File: src/pkg/flash_cmd_pkg.sv
// constants shared by the serial flash end and the host controller end
// ----------------------------------------------------------------------
// Behaviour
// - 03h: three address bytes, then data out
// - 0Bh: address, one dummy byte, data out
// - read address increments, wraps to zero
// - select high ends read, even mid-byte
// - array reads refused while cycle runs
// - 06h sets the write latch
// - 04h clears the write latch
// - page write/program need latch, one data byte or more
// - DBh/D8h erase: address only, latch needed
// - latch cleared at reset and cycle end
// - latch clear: no write, program, erase
// - busy flag high while a cycle runs
// - 05h repeats status byte without end
// - 9Fh: identity, custom length, custom bytes
// - custom bytes read-only, zero by default
// - identity ignored while a cycle runs
// - select high ends identity, back to standby
// - latch commands: opcode only, then deselect
// - B9h enters, ABh leaves deep power-down
// - inputs on rising, outputs on falling edge
// - every byte travels msb first
// - modifying commands need whole bytes
// - deep power-down blocks write, program, erase
// ----------------------------------------------------------------------
package flash_cmd_pkg;
   // ----------------------------------------------------------------------
   // opcodes
   // ----------------------------------------------------------------------
   localparam logic [7:0] OP_WREN = 8'h06;
   localparam logic [7:0] OP_WRDI = 8'h04;
   localparam logic [7:0] OP_RDID = 8'h9f;
   localparam logic [7:0] OP_STATUS_READ_CMD = 8'h05;
   localparam logic [7:0] OP_READ = 8'h03;
   localparam logic [7:0] OP_FREAD = 8'h0b;
   localparam logic [7:0] OP_PWRITE = 8'h0a;
   localparam logic [7:0] OP_PPROG = 8'h02;
   localparam logic [7:0] OP_PERASE = 8'hdb;
   localparam logic [7:0] OP_SERASE = 8'hd8;
   localparam logic [7:0] OP_DPD = 8'hb9;
   localparam logic [7:0] OP_RDPD = 8'hab;
   // ----------------------------------------------------------------------
   // frame layout and identity sequence
   // ----------------------------------------------------------------------
   localparam logic [1:0] ADDR_BYTES_LAST = 2'h2;
   localparam logic [7:0] CUSTOM_LEN = 8'h10;
   localparam logic [4:0] ID_LAST = 5'h13;
   localparam int STAT_BUSY_BIT = 0;
   localparam int STAT_WEL_BIT = 1;
   // ----------------------------------------------------------------------
   // host controller registers, byte addresses
   // ----------------------------------------------------------------------
   localparam logic [7:0] REG_CTRL = 8'h00;
   localparam logic [7:0] REG_ADDR = 8'h04;
   localparam logic [7:0] REG_TX = 8'h08;
   localparam logic [7:0] REG_RX = 8'h0c;
   localparam logic [7:0] REG_STAT = 8'h10;
   localparam int CTRL_HAS_ADDR = 8;
   localparam int CTRL_HAS_DUMMY = 9;
   localparam int CTRL_DIR_RD = 10;
   localparam int CTRL_CNT_LSB = 16;
   localparam logic [7:0] HALF_CLKS_DEF = 8'h06;
   // ----------------------------------------------------------------------
   // kinds of self-timed cycle
   // ----------------------------------------------------------------------
   typedef enum logic [1:0] {CYC_PWRITE, CYC_PPROG, CYC_PERASE, CYC_SERASE} cycle_kind_t;
endpackage

File: src/pkg/spi_link_if.sv
// four-wire serial link between host controller and flash end
interface spi_link_if;
   logic sclk;
   logic sel_n;
   logic serial_in;
   logic serial_out;
   logic serial_out_oe;
   logic serial_out_lvl;
   // undriven output line floats high
   assign serial_out_lvl = serial_out_oe ? serial_out : 1'b1;
   modport host (
      output sclk,
      output sel_n,
      output serial_in,
      input serial_out_lvl
   );
   modport flash (
      input sclk,
      input sel_n,
      input serial_in,
      output serial_out,
      output serial_out_oe
   );
endinterface

File: src/core/flash_end.sv
// command decoder and status logic of the serial flash end
module flash_end #(
   parameter logic [7:0] MAKER_ID = 8'h5a,   // arbitrary value
   parameter logic [7:0] TYPE_ID = 8'h3c,    // arbitrary value
   parameter logic [7:0] CAP_ID = 8'h0f,     // arbitrary value
   parameter logic [127:0] CUSTOM_BYTES = 128'h0
) (
   input wire logic ref_clk,
   input wire logic srst,
   input wire logic clk_en,
   spi_link_if.flash link,
   output logic [23:0] mem_addr,
   input wire logic [7:0] mem_rdata,
   output logic op_start,
   output flash_cmd_pkg::cycle_kind_t op_kind,
   output logic [23:0] op_addr,
   output logic [7:0] wr_byte,
   output logic wr_strobe,
   input wire logic cycle_done,
   output logic deep_pd,
   output logic [7:0] status_flags
);
   // ----------------------------------------------------------------------
   // state
   // ----------------------------------------------------------------------
   typedef enum logic [2:0] {
      ST_IDLE, ST_OPC, ST_ADDR, ST_DUMMY, ST_DOUT, ST_DIN, ST_TAIL, ST_IGNORE
   } fstate_t;

   typedef struct packed {
      logic [2:0] sclk_s;
      logic [1:0] sel_s;
      logic [1:0] din_s;
      fstate_t state;
      logic [2:0] bit_cnt;
      logic [2:0] ocnt;
      logic [1:0] byte_cnt;
      logic [4:0] id_idx;
      logic [7:0] sh_in;
      logic [7:0] sh_out;
      logic [7:0] opcode;
      logic [23:0] addr;
      logic [23:0] mem_addr;
      logic out_bit;
      logic oe;
      logic pend;
      logic write_latch_flag;
      logic busy;
      logic dpd;
      logic op_start;
      flash_cmd_pkg::cycle_kind_t op_kind;
      logic [7:0] wr_byte;
      logic wr_strobe;
   } fstate_all_t;

   fstate_all_t s_r;
   fstate_all_t s_nxt;

   // ----------------------------------------------------------------------
   // helpers
   // ----------------------------------------------------------------------
   // byte k of the identity sequence, zero beyond its end
   function automatic logic [7:0] id_byte(input logic [4:0] idx);
      logic [7:0] b;
      b = 8'h00;
      if (idx == 5'h00) begin
         b = MAKER_ID;
      end else if (idx == 5'h01) begin
         b = TYPE_ID;
      end else if (idx == 5'h02) begin
         b = CAP_ID;
      end else if (idx == 5'h03) begin
         b = flash_cmd_pkg::CUSTOM_LEN;
      end else if (idx <= flash_cmd_pkg::ID_LAST) begin
         b = CUSTOM_BYTES[8'd127 - 8'({idx - 5'h04, 3'h0}) -: 8];
      end
      return b;
   endfunction

   // true for commands that start a self-timed cycle
   function automatic logic is_modify(input logic [7:0] op);
      return (op == flash_cmd_pkg::OP_PWRITE) || (op == flash_cmd_pkg::OP_PPROG)
         || (op == flash_cmd_pkg::OP_PERASE) || (op == flash_cmd_pkg::OP_SERASE);
   endfunction

   logic sck_rise;
   logic sck_fall;
   logic sel_hi;
   logic din;
   logic [7:0] in_byte;
   logic [7:0] stat_byte;
   logic [7:0] out_byte;

   // edges found on the synchronised serial clock
   assign sck_rise = s_r.sclk_s[1] & ~s_r.sclk_s[2];
   assign sck_fall = ~s_r.sclk_s[1] & s_r.sclk_s[2];
   assign sel_hi = s_r.sel_s[1];
   assign din = s_r.din_s[1];
   assign in_byte = {s_r.sh_in[6:0], din};

   // ----------------------------------------------------------------------
   // next-state logic
   // ----------------------------------------------------------------------
   always_comb begin
      s_nxt = s_r;
      s_nxt.sclk_s = {s_r.sclk_s[1:0], link.sclk};
      s_nxt.sel_s = {s_r.sel_s[0], link.sel_n};
      s_nxt.din_s = {s_r.din_s[0], link.serial_in};
      s_nxt.op_start = 1'b0;
      s_nxt.wr_strobe = 1'b0;
      stat_byte = 8'h00;
      stat_byte[flash_cmd_pkg::STAT_BUSY_BIT] = s_r.busy;
      stat_byte[flash_cmd_pkg::STAT_WEL_BIT] = s_r.write_latch_flag;
      out_byte = mem_rdata;
      if (s_r.opcode == flash_cmd_pkg::OP_STATUS_READ_CMD) begin
         out_byte = stat_byte;
      end else if (s_r.opcode == flash_cmd_pkg::OP_RDID) begin
         out_byte = id_byte(s_r.id_idx);
      end
      // end of a self-timed cycle
      if (cycle_done) begin
         s_nxt.busy = 1'b0;
         s_nxt.write_latch_flag = 1'b0;
      end
      if (sel_hi) begin
         // deselect: commit whole-byte commands, drop everything else
         if (s_r.state != ST_IDLE && s_r.pend && s_r.bit_cnt == 3'h0) begin
            unique case (s_r.opcode)
               flash_cmd_pkg::OP_WREN: s_nxt.write_latch_flag = 1'b1;
               flash_cmd_pkg::OP_WRDI: s_nxt.write_latch_flag = 1'b0;
               flash_cmd_pkg::OP_DPD: s_nxt.dpd = 1'b1;
               flash_cmd_pkg::OP_RDPD: s_nxt.dpd = 1'b0;
               flash_cmd_pkg::OP_PWRITE: s_nxt.op_kind = flash_cmd_pkg::CYC_PWRITE;
               flash_cmd_pkg::OP_PPROG: s_nxt.op_kind = flash_cmd_pkg::CYC_PPROG;
               flash_cmd_pkg::OP_PERASE: s_nxt.op_kind = flash_cmd_pkg::CYC_PERASE;
               flash_cmd_pkg::OP_SERASE: s_nxt.op_kind = flash_cmd_pkg::CYC_SERASE;
               default: s_nxt.dpd = s_r.dpd;
            endcase
            if (is_modify(s_r.opcode)) begin
               s_nxt.op_start = 1'b1;
               s_nxt.busy = 1'b1;
            end
         end
         s_nxt.state = ST_IDLE;
         s_nxt.oe = 1'b0;
         s_nxt.pend = 1'b0;
         s_nxt.bit_cnt = 3'h0;
      end else begin
         if (s_r.state == ST_IDLE) begin
            s_nxt.state = ST_OPC;
            s_nxt.bit_cnt = 3'h0;
            s_nxt.byte_cnt = 2'h0;
         end
         // capture on rising edges
         if (sck_rise && s_r.state != ST_IDLE) begin
            s_nxt.sh_in = in_byte;
            s_nxt.bit_cnt = s_r.bit_cnt + 3'h1;
            if (s_r.state == ST_TAIL) begin
               s_nxt.pend = 1'b0;
            end
            if (s_r.bit_cnt == 3'h7) begin
               unique case (s_r.state)
                  ST_OPC: begin
                     s_nxt.opcode = in_byte;
                     s_nxt.state = ST_IGNORE;
                     s_nxt.ocnt = 3'h0;
                     s_nxt.id_idx = 5'h00;
                     unique case (in_byte)
                        flash_cmd_pkg::OP_READ, flash_cmd_pkg::OP_FREAD: begin
                           if (!s_r.busy) begin
                              s_nxt.state = ST_ADDR;
                           end
                        end
                        flash_cmd_pkg::OP_STATUS_READ_CMD: begin
                           s_nxt.state = ST_DOUT;
                           s_nxt.oe = 1'b1;
                        end
                        flash_cmd_pkg::OP_RDID: begin
                           if (!s_r.busy) begin
                              s_nxt.state = ST_DOUT;
                              s_nxt.oe = 1'b1;
                           end
                        end
                        flash_cmd_pkg::OP_WREN, flash_cmd_pkg::OP_WRDI,
                        flash_cmd_pkg::OP_DPD, flash_cmd_pkg::OP_RDPD: begin
                           s_nxt.state = ST_TAIL;
                           s_nxt.pend = 1'b1;
                        end
                        flash_cmd_pkg::OP_PWRITE, flash_cmd_pkg::OP_PPROG,
                        flash_cmd_pkg::OP_PERASE, flash_cmd_pkg::OP_SERASE: begin
                           if (s_r.write_latch_flag && !s_r.busy && !s_r.dpd) begin
                              s_nxt.state = ST_ADDR;
                           end
                        end
                        default: s_nxt.state = ST_IGNORE;
                     endcase
                  end
                  ST_ADDR: begin
                     s_nxt.addr = {s_r.addr[15:0], in_byte};
                     s_nxt.byte_cnt = s_r.byte_cnt + 2'h1;
                     if (s_r.byte_cnt == flash_cmd_pkg::ADDR_BYTES_LAST) begin
                        s_nxt.mem_addr = {s_r.addr[15:0], in_byte};
                        if (s_r.opcode == flash_cmd_pkg::OP_READ) begin
                           s_nxt.state = ST_DOUT;
                           s_nxt.oe = 1'b1;
                        end else if (s_r.opcode == flash_cmd_pkg::OP_FREAD) begin
                           s_nxt.state = ST_DUMMY;
                        end else if (s_r.opcode == flash_cmd_pkg::OP_PERASE
                                     || s_r.opcode == flash_cmd_pkg::OP_SERASE) begin
                           s_nxt.state = ST_TAIL;
                           s_nxt.pend = 1'b1;
                        end else begin
                           s_nxt.state = ST_DIN;
                        end
                     end
                  end
                  ST_DUMMY: begin
                     s_nxt.state = ST_DOUT;
                     s_nxt.oe = 1'b1;
                  end
                  ST_DIN: begin
                     s_nxt.wr_byte = in_byte;
                     s_nxt.wr_strobe = 1'b1;
                     s_nxt.pend = 1'b1;
                  end
                  default: s_nxt.state = s_r.state;
               endcase
            end
         end
         // drive on falling edges
         if (sck_fall && s_r.state == ST_DOUT) begin
            s_nxt.ocnt = s_r.ocnt + 3'h1;
            if (s_r.ocnt == 3'h0) begin
               s_nxt.out_bit = out_byte[7];
               s_nxt.sh_out = {out_byte[6:0], 1'b0};
               if (s_r.opcode == flash_cmd_pkg::OP_READ || s_r.opcode == flash_cmd_pkg::OP_FREAD) begin
                  s_nxt.mem_addr = s_r.mem_addr + 24'h1;
               end
               if (s_r.id_idx <= flash_cmd_pkg::ID_LAST) begin
                  s_nxt.id_idx = s_r.id_idx + 5'h01;
               end
            end else begin
               s_nxt.out_bit = s_r.sh_out[7];
               s_nxt.sh_out = {s_r.sh_out[6:0], 1'b0};
            end
         end
      end
   end

   // ----------------------------------------------------------------------
   // state register
   // ----------------------------------------------------------------------
   always_ff @(posedge ref_clk) begin
      if (srst) begin
         s_r <= '0;
         s_r.sclk_s <= 3'h0;
         s_r.sel_s <= 2'h3;
         s_r.state <= ST_IDLE;
      end else if (clk_en) begin
         s_r <= s_nxt;
      end
   end

   // ----------------------------------------------------------------------
   // outputs
   // ----------------------------------------------------------------------
   assign link.serial_out = s_r.out_bit;
   assign link.serial_out_oe = s_r.oe;
   assign mem_addr = s_r.mem_addr;
   assign op_start = s_r.op_start;
   assign op_kind = s_r.op_kind;
   assign op_addr = s_r.addr;
   assign wr_byte = s_r.wr_byte;
   assign wr_strobe = s_r.wr_strobe;
   assign deep_pd = s_r.dpd;
   assign status_flags = {6'h00, s_r.write_latch_flag, s_r.busy};
endmodule

File: src/flat_wrapper.sv
// flat-port wrapper written by rule: the top's interface ports become plain ports
module flash_end_flat 
#(
   parameter logic [7:0] MAKER_ID = 8'h5a,                     
   parameter logic [7:0] TYPE_ID = 8'h3c,                      
   parameter logic [7:0] CAP_ID = 8'h0f,                       
   parameter logic [127:0] CUSTOM_BYTES = 128'h0
)
  (ref_clk, srst, clk_en, mem_addr, mem_rdata, op_start, op_kind, op_addr, wr_byte, wr_strobe, cycle_done, deep_pd, status_flags, link_sclk, link_sel_n, link_serial_in, link_serial_out, link_serial_out_oe);
  spi_link_if link_i ();
  input wire logic ref_clk;
  input wire logic srst;
  input wire logic clk_en;
  output logic [23:0] mem_addr;
  input wire logic [7:0] mem_rdata;
  output logic op_start;
  output flash_cmd_pkg::cycle_kind_t op_kind;
  output logic [23:0] op_addr;
  output logic [7:0] wr_byte;
  output logic wr_strobe;
  input wire logic cycle_done;
  output logic deep_pd;
  output logic [7:0] status_flags;
  input wire logic [$bits(link_i.sclk)-1:0] link_sclk;
  input wire logic [$bits(link_i.sel_n)-1:0] link_sel_n;
  input wire logic [$bits(link_i.serial_in)-1:0] link_serial_in;
  output wire logic [$bits(link_i.serial_out)-1:0] link_serial_out;
  output wire logic [$bits(link_i.serial_out_oe)-1:0] link_serial_out_oe;
  assign link_i.sclk = link_sclk;
  assign link_i.sel_n = link_sel_n;
  assign link_i.serial_in = link_serial_in;
  assign link_serial_out = link_i.serial_out;
  assign link_serial_out_oe = link_i.serial_out_oe;
  flash_end #(.MAKER_ID(MAKER_ID), .TYPE_ID(TYPE_ID), .CAP_ID(CAP_ID), .CUSTOM_BYTES(CUSTOM_BYTES)) u_core (.ref_clk(ref_clk), .srst(srst), .clk_en(clk_en), .link(link_i), .mem_addr(mem_addr), .mem_rdata(mem_rdata), .op_start(op_start), .op_kind(op_kind), .op_addr(op_addr), .wr_byte(wr_byte), .wr_strobe(wr_strobe), .cycle_done(cycle_done), .deep_pd(deep_pd), .status_flags(status_flags));
endmodule
File: config.mk
export PLATFORM = sky130hd
export DESIGN_NAME = flash_end_flat
export DESIGN_NICKNAME = d
export VERILOG_FILES = /design/src/pkg/flash_cmd_pkg.sv /design/src/pkg/spi_link_if.sv /design/src/core/flash_end.sv /design/src/flat_wrapper.sv
export SDC_FILE = /design/constraint.sdc
export NUM_CORES = 1
export LEC_CHECK = 0
export ABC_AREA = 0
export BUFFER_PORTS_ARGS = -buffer_cell sky130_fd_sc_hd__buf_2
export CAP_MARGIN = 30
export CORE_ASPECT_RATIO = 0.7
export CORE_MARGIN = 1.5
export CORE_UTILIZATION = 34
export CTS_CLUSTER_DIAMETER = 40
export DETAILED_ROUTE_END_ITERATION = 16
export PLACE_DENSITY = 0.49
export SETUP_SLACK_MARGIN = 0.4
export SYNTH_ARGS = -nofsm -noshare
export SYNTH_HDL_FRONTEND = slang
export SYNTH_SLANG_ARGS = --single-unit
File: constraint.sdc
create_clock -name ref_clk -period 2.51 [get_ports ref_clk]
set_input_delay 0.1255 -clock ref_clk [delete_from_list [all_inputs] [get_ports ref_clk]]
set_output_delay 0.1255 -clock ref_clk [all_outputs]
set_load 0.02 [all_outputs]
# Word-level counts from Yosys, hierarchy flattened
# Cells that the tools add are included.
# classes
addsub	7
order_cmp	1
n_eq_ne	40
shifts	1
muxes	64
bitwise	5
n_reduce_logical	43
# op_table
operator	n
2-to-1 mux 24 bit	7
variable part select 135 x 9 -> 8 bit, first input constant	1
equality test 8 bit, second input constant	10
2-to-1 mux 8 bit	8
equality test 8 x 3 -> 1 bit, second input constant	6
equality test 8 x 2 -> 1 bit, second input constant	4
equality test 8 x 4 -> 1 bit, second input constant	4
2-to-1 mux 25 bit	1
adder 24 x 1 -> 24 bit, second input constant	1
2-to-1 mux 3 bit	8
2-to-1 mux 6 bit	4
2-to-1 mux 5 bit	4
AND reduction 5 bit	4
2-to-1 mux 2 bit	9
one-hot mux 3 bit (5 select lines)	1
2-to-1 mux 1 bit	14
equality test 3 bit, second input constant	4
one-hot mux 3 bit (4 select lines)	1
nonzero test 2 bit	6
equality test 5 x 2 -> 1 bit, second input constant	2
2-to-1 mux 10 bit	1
zero test 3 bit	3
!= test 4 x 3 -> 1 bit, second input constant	2
one-hot mux 2 bit (4 select lines)	1
28 further kinds	55
# word_totals
regBits	113
output_inout_bits	71
word_cells	184

# Logic depth before layout (Yosys ltp)
# depth
word_depth	12
ltp_mapped	10

# Worst setup path after synthesis
# No wires, ideal clock.
# synth_path
kind	reg-to-reg
startpoint	reg u_core.s_r[97] (netlist name)
endpoint	reg u_core.s_r, in the netlist u_core.mem_addr[6]
setup_time_ns	0.086
arrival_ns	2.098
t_required_ns	2.424
setup_slack_ns	0.326
stages_incl_launch_ff	11
cell_sequence	dfxtp_1 inv_1 ha_1 nand2b_4 buf_6 or4_4 buf_6 buf_8 o41ai_2 a21oi_1 a211oi_1
# synth_between
elab_chain_cells	3
# synth_rtl
item	line	rtl
start: declaration	flash_end.sv:56	fstate_all_t s_r;
start signal: assignment	flash_end.sv:260	s_r <= s_nxt;
zero test 3 bit	flash_end.sv:233	if (s_r.ocnt == 3'h0) begin
2-to-1 mux 24 bit	flash_end.sv:233	
2-to-1 mux 25 bit	flash_end.sv:231	if (sck_fall && s_r.state == ST_DOUT) begin
# No other way between the ends.
# A chain may end at the register's enable or synchronous reset.

# Final worst setup path
# layout_path
startpoint	reg u_core.s_r[97] (netlist name)
endpoint	reg u_core.s_r, in the netlist u_core.mem_addr[16]
# Same word-level chain as after synthesis.

==> results.toml <==
[power]
sw_frac_of_total = 0.259
p_int_uw = 2540
power.density_mw_per_mm2 = 463
p_clk_frac = 0.437
switching_power_uw = 886
p_comb_frac = 0.043
ir_drop_v = 0.000276
p_leak_uw = 0.00279
seqPwrFrac = 0.520

[synthesis]
yosys.area_share.adder = 0.0214
synthMuxAreaShare = 0.0416
syn_inst = 819
syn_area_per_cell_um2 = 7.86
yosys_register_bits = 111
synth.distinct_cells = 79
synth_edf_count = 0
async_flop_share = 0
synthSimpleGateAreaFrac = 0.260
ys.flop_type = "dfxtp_1"
synth_area_mm2 = 0.00644
synthXorXnorAreaFrac = 0.00408
yosys_warnings = 0
seq_area_frac_synth = 0.345
synth_compound_area_frac = 0.198
synth_top_family_by_area = "simple AND/OR/NAND/NOR gates"

[critical_path]
slowest_stage = "or4_4"
path_cells = "inv_2, ha_4, nand2b_4, or4_4, buf_6, nor2_4, buf_12, mux2i_1, o221a_2"
end_kind = "flip-flop"
cp.required_ps = 2770
arrival_ps = 2330
worst-path-max-fanout = 8
critPathMaxStageDelay_ps = 610
path_class = "flip-flop to flip-flop"
start_kind = "flip-flop"

[global_routing]
antenna_found_initial = 0
grtUsageTotal = 0.201
grt_overflow = 0
first_global_vias = 5524
grt_max_degree = 76
grt_pass1_wl_um = 31300

[layout]
drive_gt1_frac = 0.242
final_cell_mix = "nand2_1 (119), dfxtp_1 (105), buf_2 (79)"
fillers = 1895
multi_input_area_mm2 = 0.00356
mostFrequentLayoutCell = "nand2_1"
seq_area_mm2 = 0.00223
diodes = 0
nets = 883
area_growth_pct = 15.0

[clocking]
cts_tree = "done"
root_buffer = "clkbuf_16"
cts.sinks = 111
cts_buffer_depth = 2
clk_latency_ps = 370
cts_max_level = 3
path_clk_slew_ps = 80
numCtsBuffers = 9

[run]
max_cap_viol_count = 0

[hold_path]
hold_class = "input port to flip-flop"

[routing]
drtIter0Drc = 527
drtAntennaViolNets = 0
vias_per_cell = 5.56
drc = 0
wire_per_inst_um = 18.3
dr_total_vias = 6110
routed_wl_um = 20100
dr.pass1.iters = 5

[floorplanning]
start_util = 0.353
ioPinCount = 86
core_mm2 = 0.0183
core.rowCount = 41
die_area_mm2 = 0.0198
chipHeight_um = 118
die_x_um = 168

[placement]
port_buffers = 79
dp_hpwl_um = 14400
gp_congestion = 0.943
place_worst_setup_slack_ps = 249

[sta]
grt_setup_unrepaired = "yes"
slew_violations = 0
slew_headroom = 0.439
setup_viol = 0
hold_viol_final = 0
fin_setup_tns_ps = 0
worst_slack_ps = 446
timing.final.crit_share = 0.823
tightest_slew_ps = 841
fmax_mhz = 484
post-route-min-period_ps = 2060
fin_skew_ps = 11.4

[outcome]
status = "finished clean"
layer usage:
metal,part of all wire,vias to the layer above,global-route usage
met5,0,-,0
met4,0.010,0,0.0422
met3,0.078,15,0.0509
met2,0.40,207,0.278
met1,0.51,2932,0.307
li1,-,2956,-
registers in the layout, indices dropped and copies added, names as in the netlist:
register and cells:
u_core.deep_pd 1, u_core.din 1, u_core.in_byte 7, u_core.link.serial_out 1, u_core.link.serial_out_oe 1, u_core.mem_addr 24
u_core.op_addr 24, u_core.op_kind 2, u_core.op_start 1, u_core.s_nxt 4, u_core.s_r 34, u_core.status_flags 2
u_core.wr_byte 8, u_core.wr_strobe 1
cell families after synthesis:
group           count (synthesis)
other cells                     1
fa+ha+maj                      11
xor+xnor                        3
compound gates                192
buf+inv                       146
flops                         111
mux                            26
simple gates                  329
metrics by stage:
step | instances | power [µW] | hold slack (ps) | area [µm²] | utilization
2_1_floorplan | 824 | 1920 | 254 | 6470 | -
3_3_place_gp | 1056 | 1970 | 351 | 6730 | 0.369
3_5_place_dp | 1056 | 1970 | 362 | 6730 | 0.369
4_1_cts | 1081 | 3460 | 44.4 | 7190 | 0.394
5_1_grt | 1098 | 3570 | 58.2 | 7410 | 0.406
6_report | 1098 | 3430 | 61.9 | 7410 | 0.406
final cells by class:
cell class,instances,share of cell area
clock buffers,9,0.0304
well taps,236,0.0399
inverters,23,0.0117
clock inverters,7,0.0112
repair buffers,144,0.125
multi-input cells,568,0.481
flip-flops and latches,111,0.301
timing repair:
action | in CTS | in global routing
resized for setup | 11 | 27
hold buffers | 3 | 0
pin swaps | 7 | 13
buffers inserted | 5 | 17
cloned | 1 | 0
endpoints found under the setup margin | 25 | 27
endpoints found under the hold margin | 3 | 0
power by group through the flow:
| stage | Clock [µW] | Combinational, µW | Sequential, µW |
|---|---|---|---|
| 6_report | 1500 | 148 | 1780 |
| 3_5_place_dp | 0 | 143 | 1820 |
| 4_1_cts | 1540 | 147 | 1780 |
| 2_1_floorplan | 0 | 106 | 1820 |
| 3_3_place_gp | 0 | 143 | 1820 |
| 5_1_grt | 1620 | 162 | 1780 |
critical path: cells and delay by family, from the launching register on:
family,cells,cell delay [ps]
adder cells (fa/ha/maj),1,150
AND/OR/NAND/NOR,3,770
multiplexers,1,80
AO/OA/AOI/OAI,1,270
buffers and inverters,3,370
flip-flops,1,330
synth_stat cells (13+ instances only):
library cell	instances	area share
nand2_1	119	0.069
dfxtp_1	111	0.34
a21oi_1	72	0.056
buf_4	67	0.078
nor2_1	55	0.032
clkbuf_1	45	0.026
o21ai_0	29	0.023
nor3_1	27	0.021
inv_1	23	0.013
mux2i_1	20	0.031
nand3_1	19	0.015
nor4_1	16	0.016
nand4_1	15	0.015
nor2b_1	13	0.013
worst paths after layout:
| check | end | cells after the start | slack [ps] | from |
|---|---|---|---|---|
| setup / recovery | u_core.mem_addr[16]$_SDFFE_PP0P_ | 9 | 450 | u_core.s_r[97]$_SDFFE_PP0P_ |
| hold / removal | u_core.s_r[98]$_SDFFE_PP0P_ | 2 | 60 | srst |
| setup reg to reg | u_core.mem_addr[16]$_SDFFE_PP0P_ | 9 | 450 | u_core.s_r[97]$_SDFFE_PP0P_ |
| hold reg to reg | u_core.wr_byte[5]$_SDFFE_PP0P_ | 2 | 460 | u_core.wr_byte[5]$_SDFFE_PP0P_ |
(Power assumes the default switching activity.)
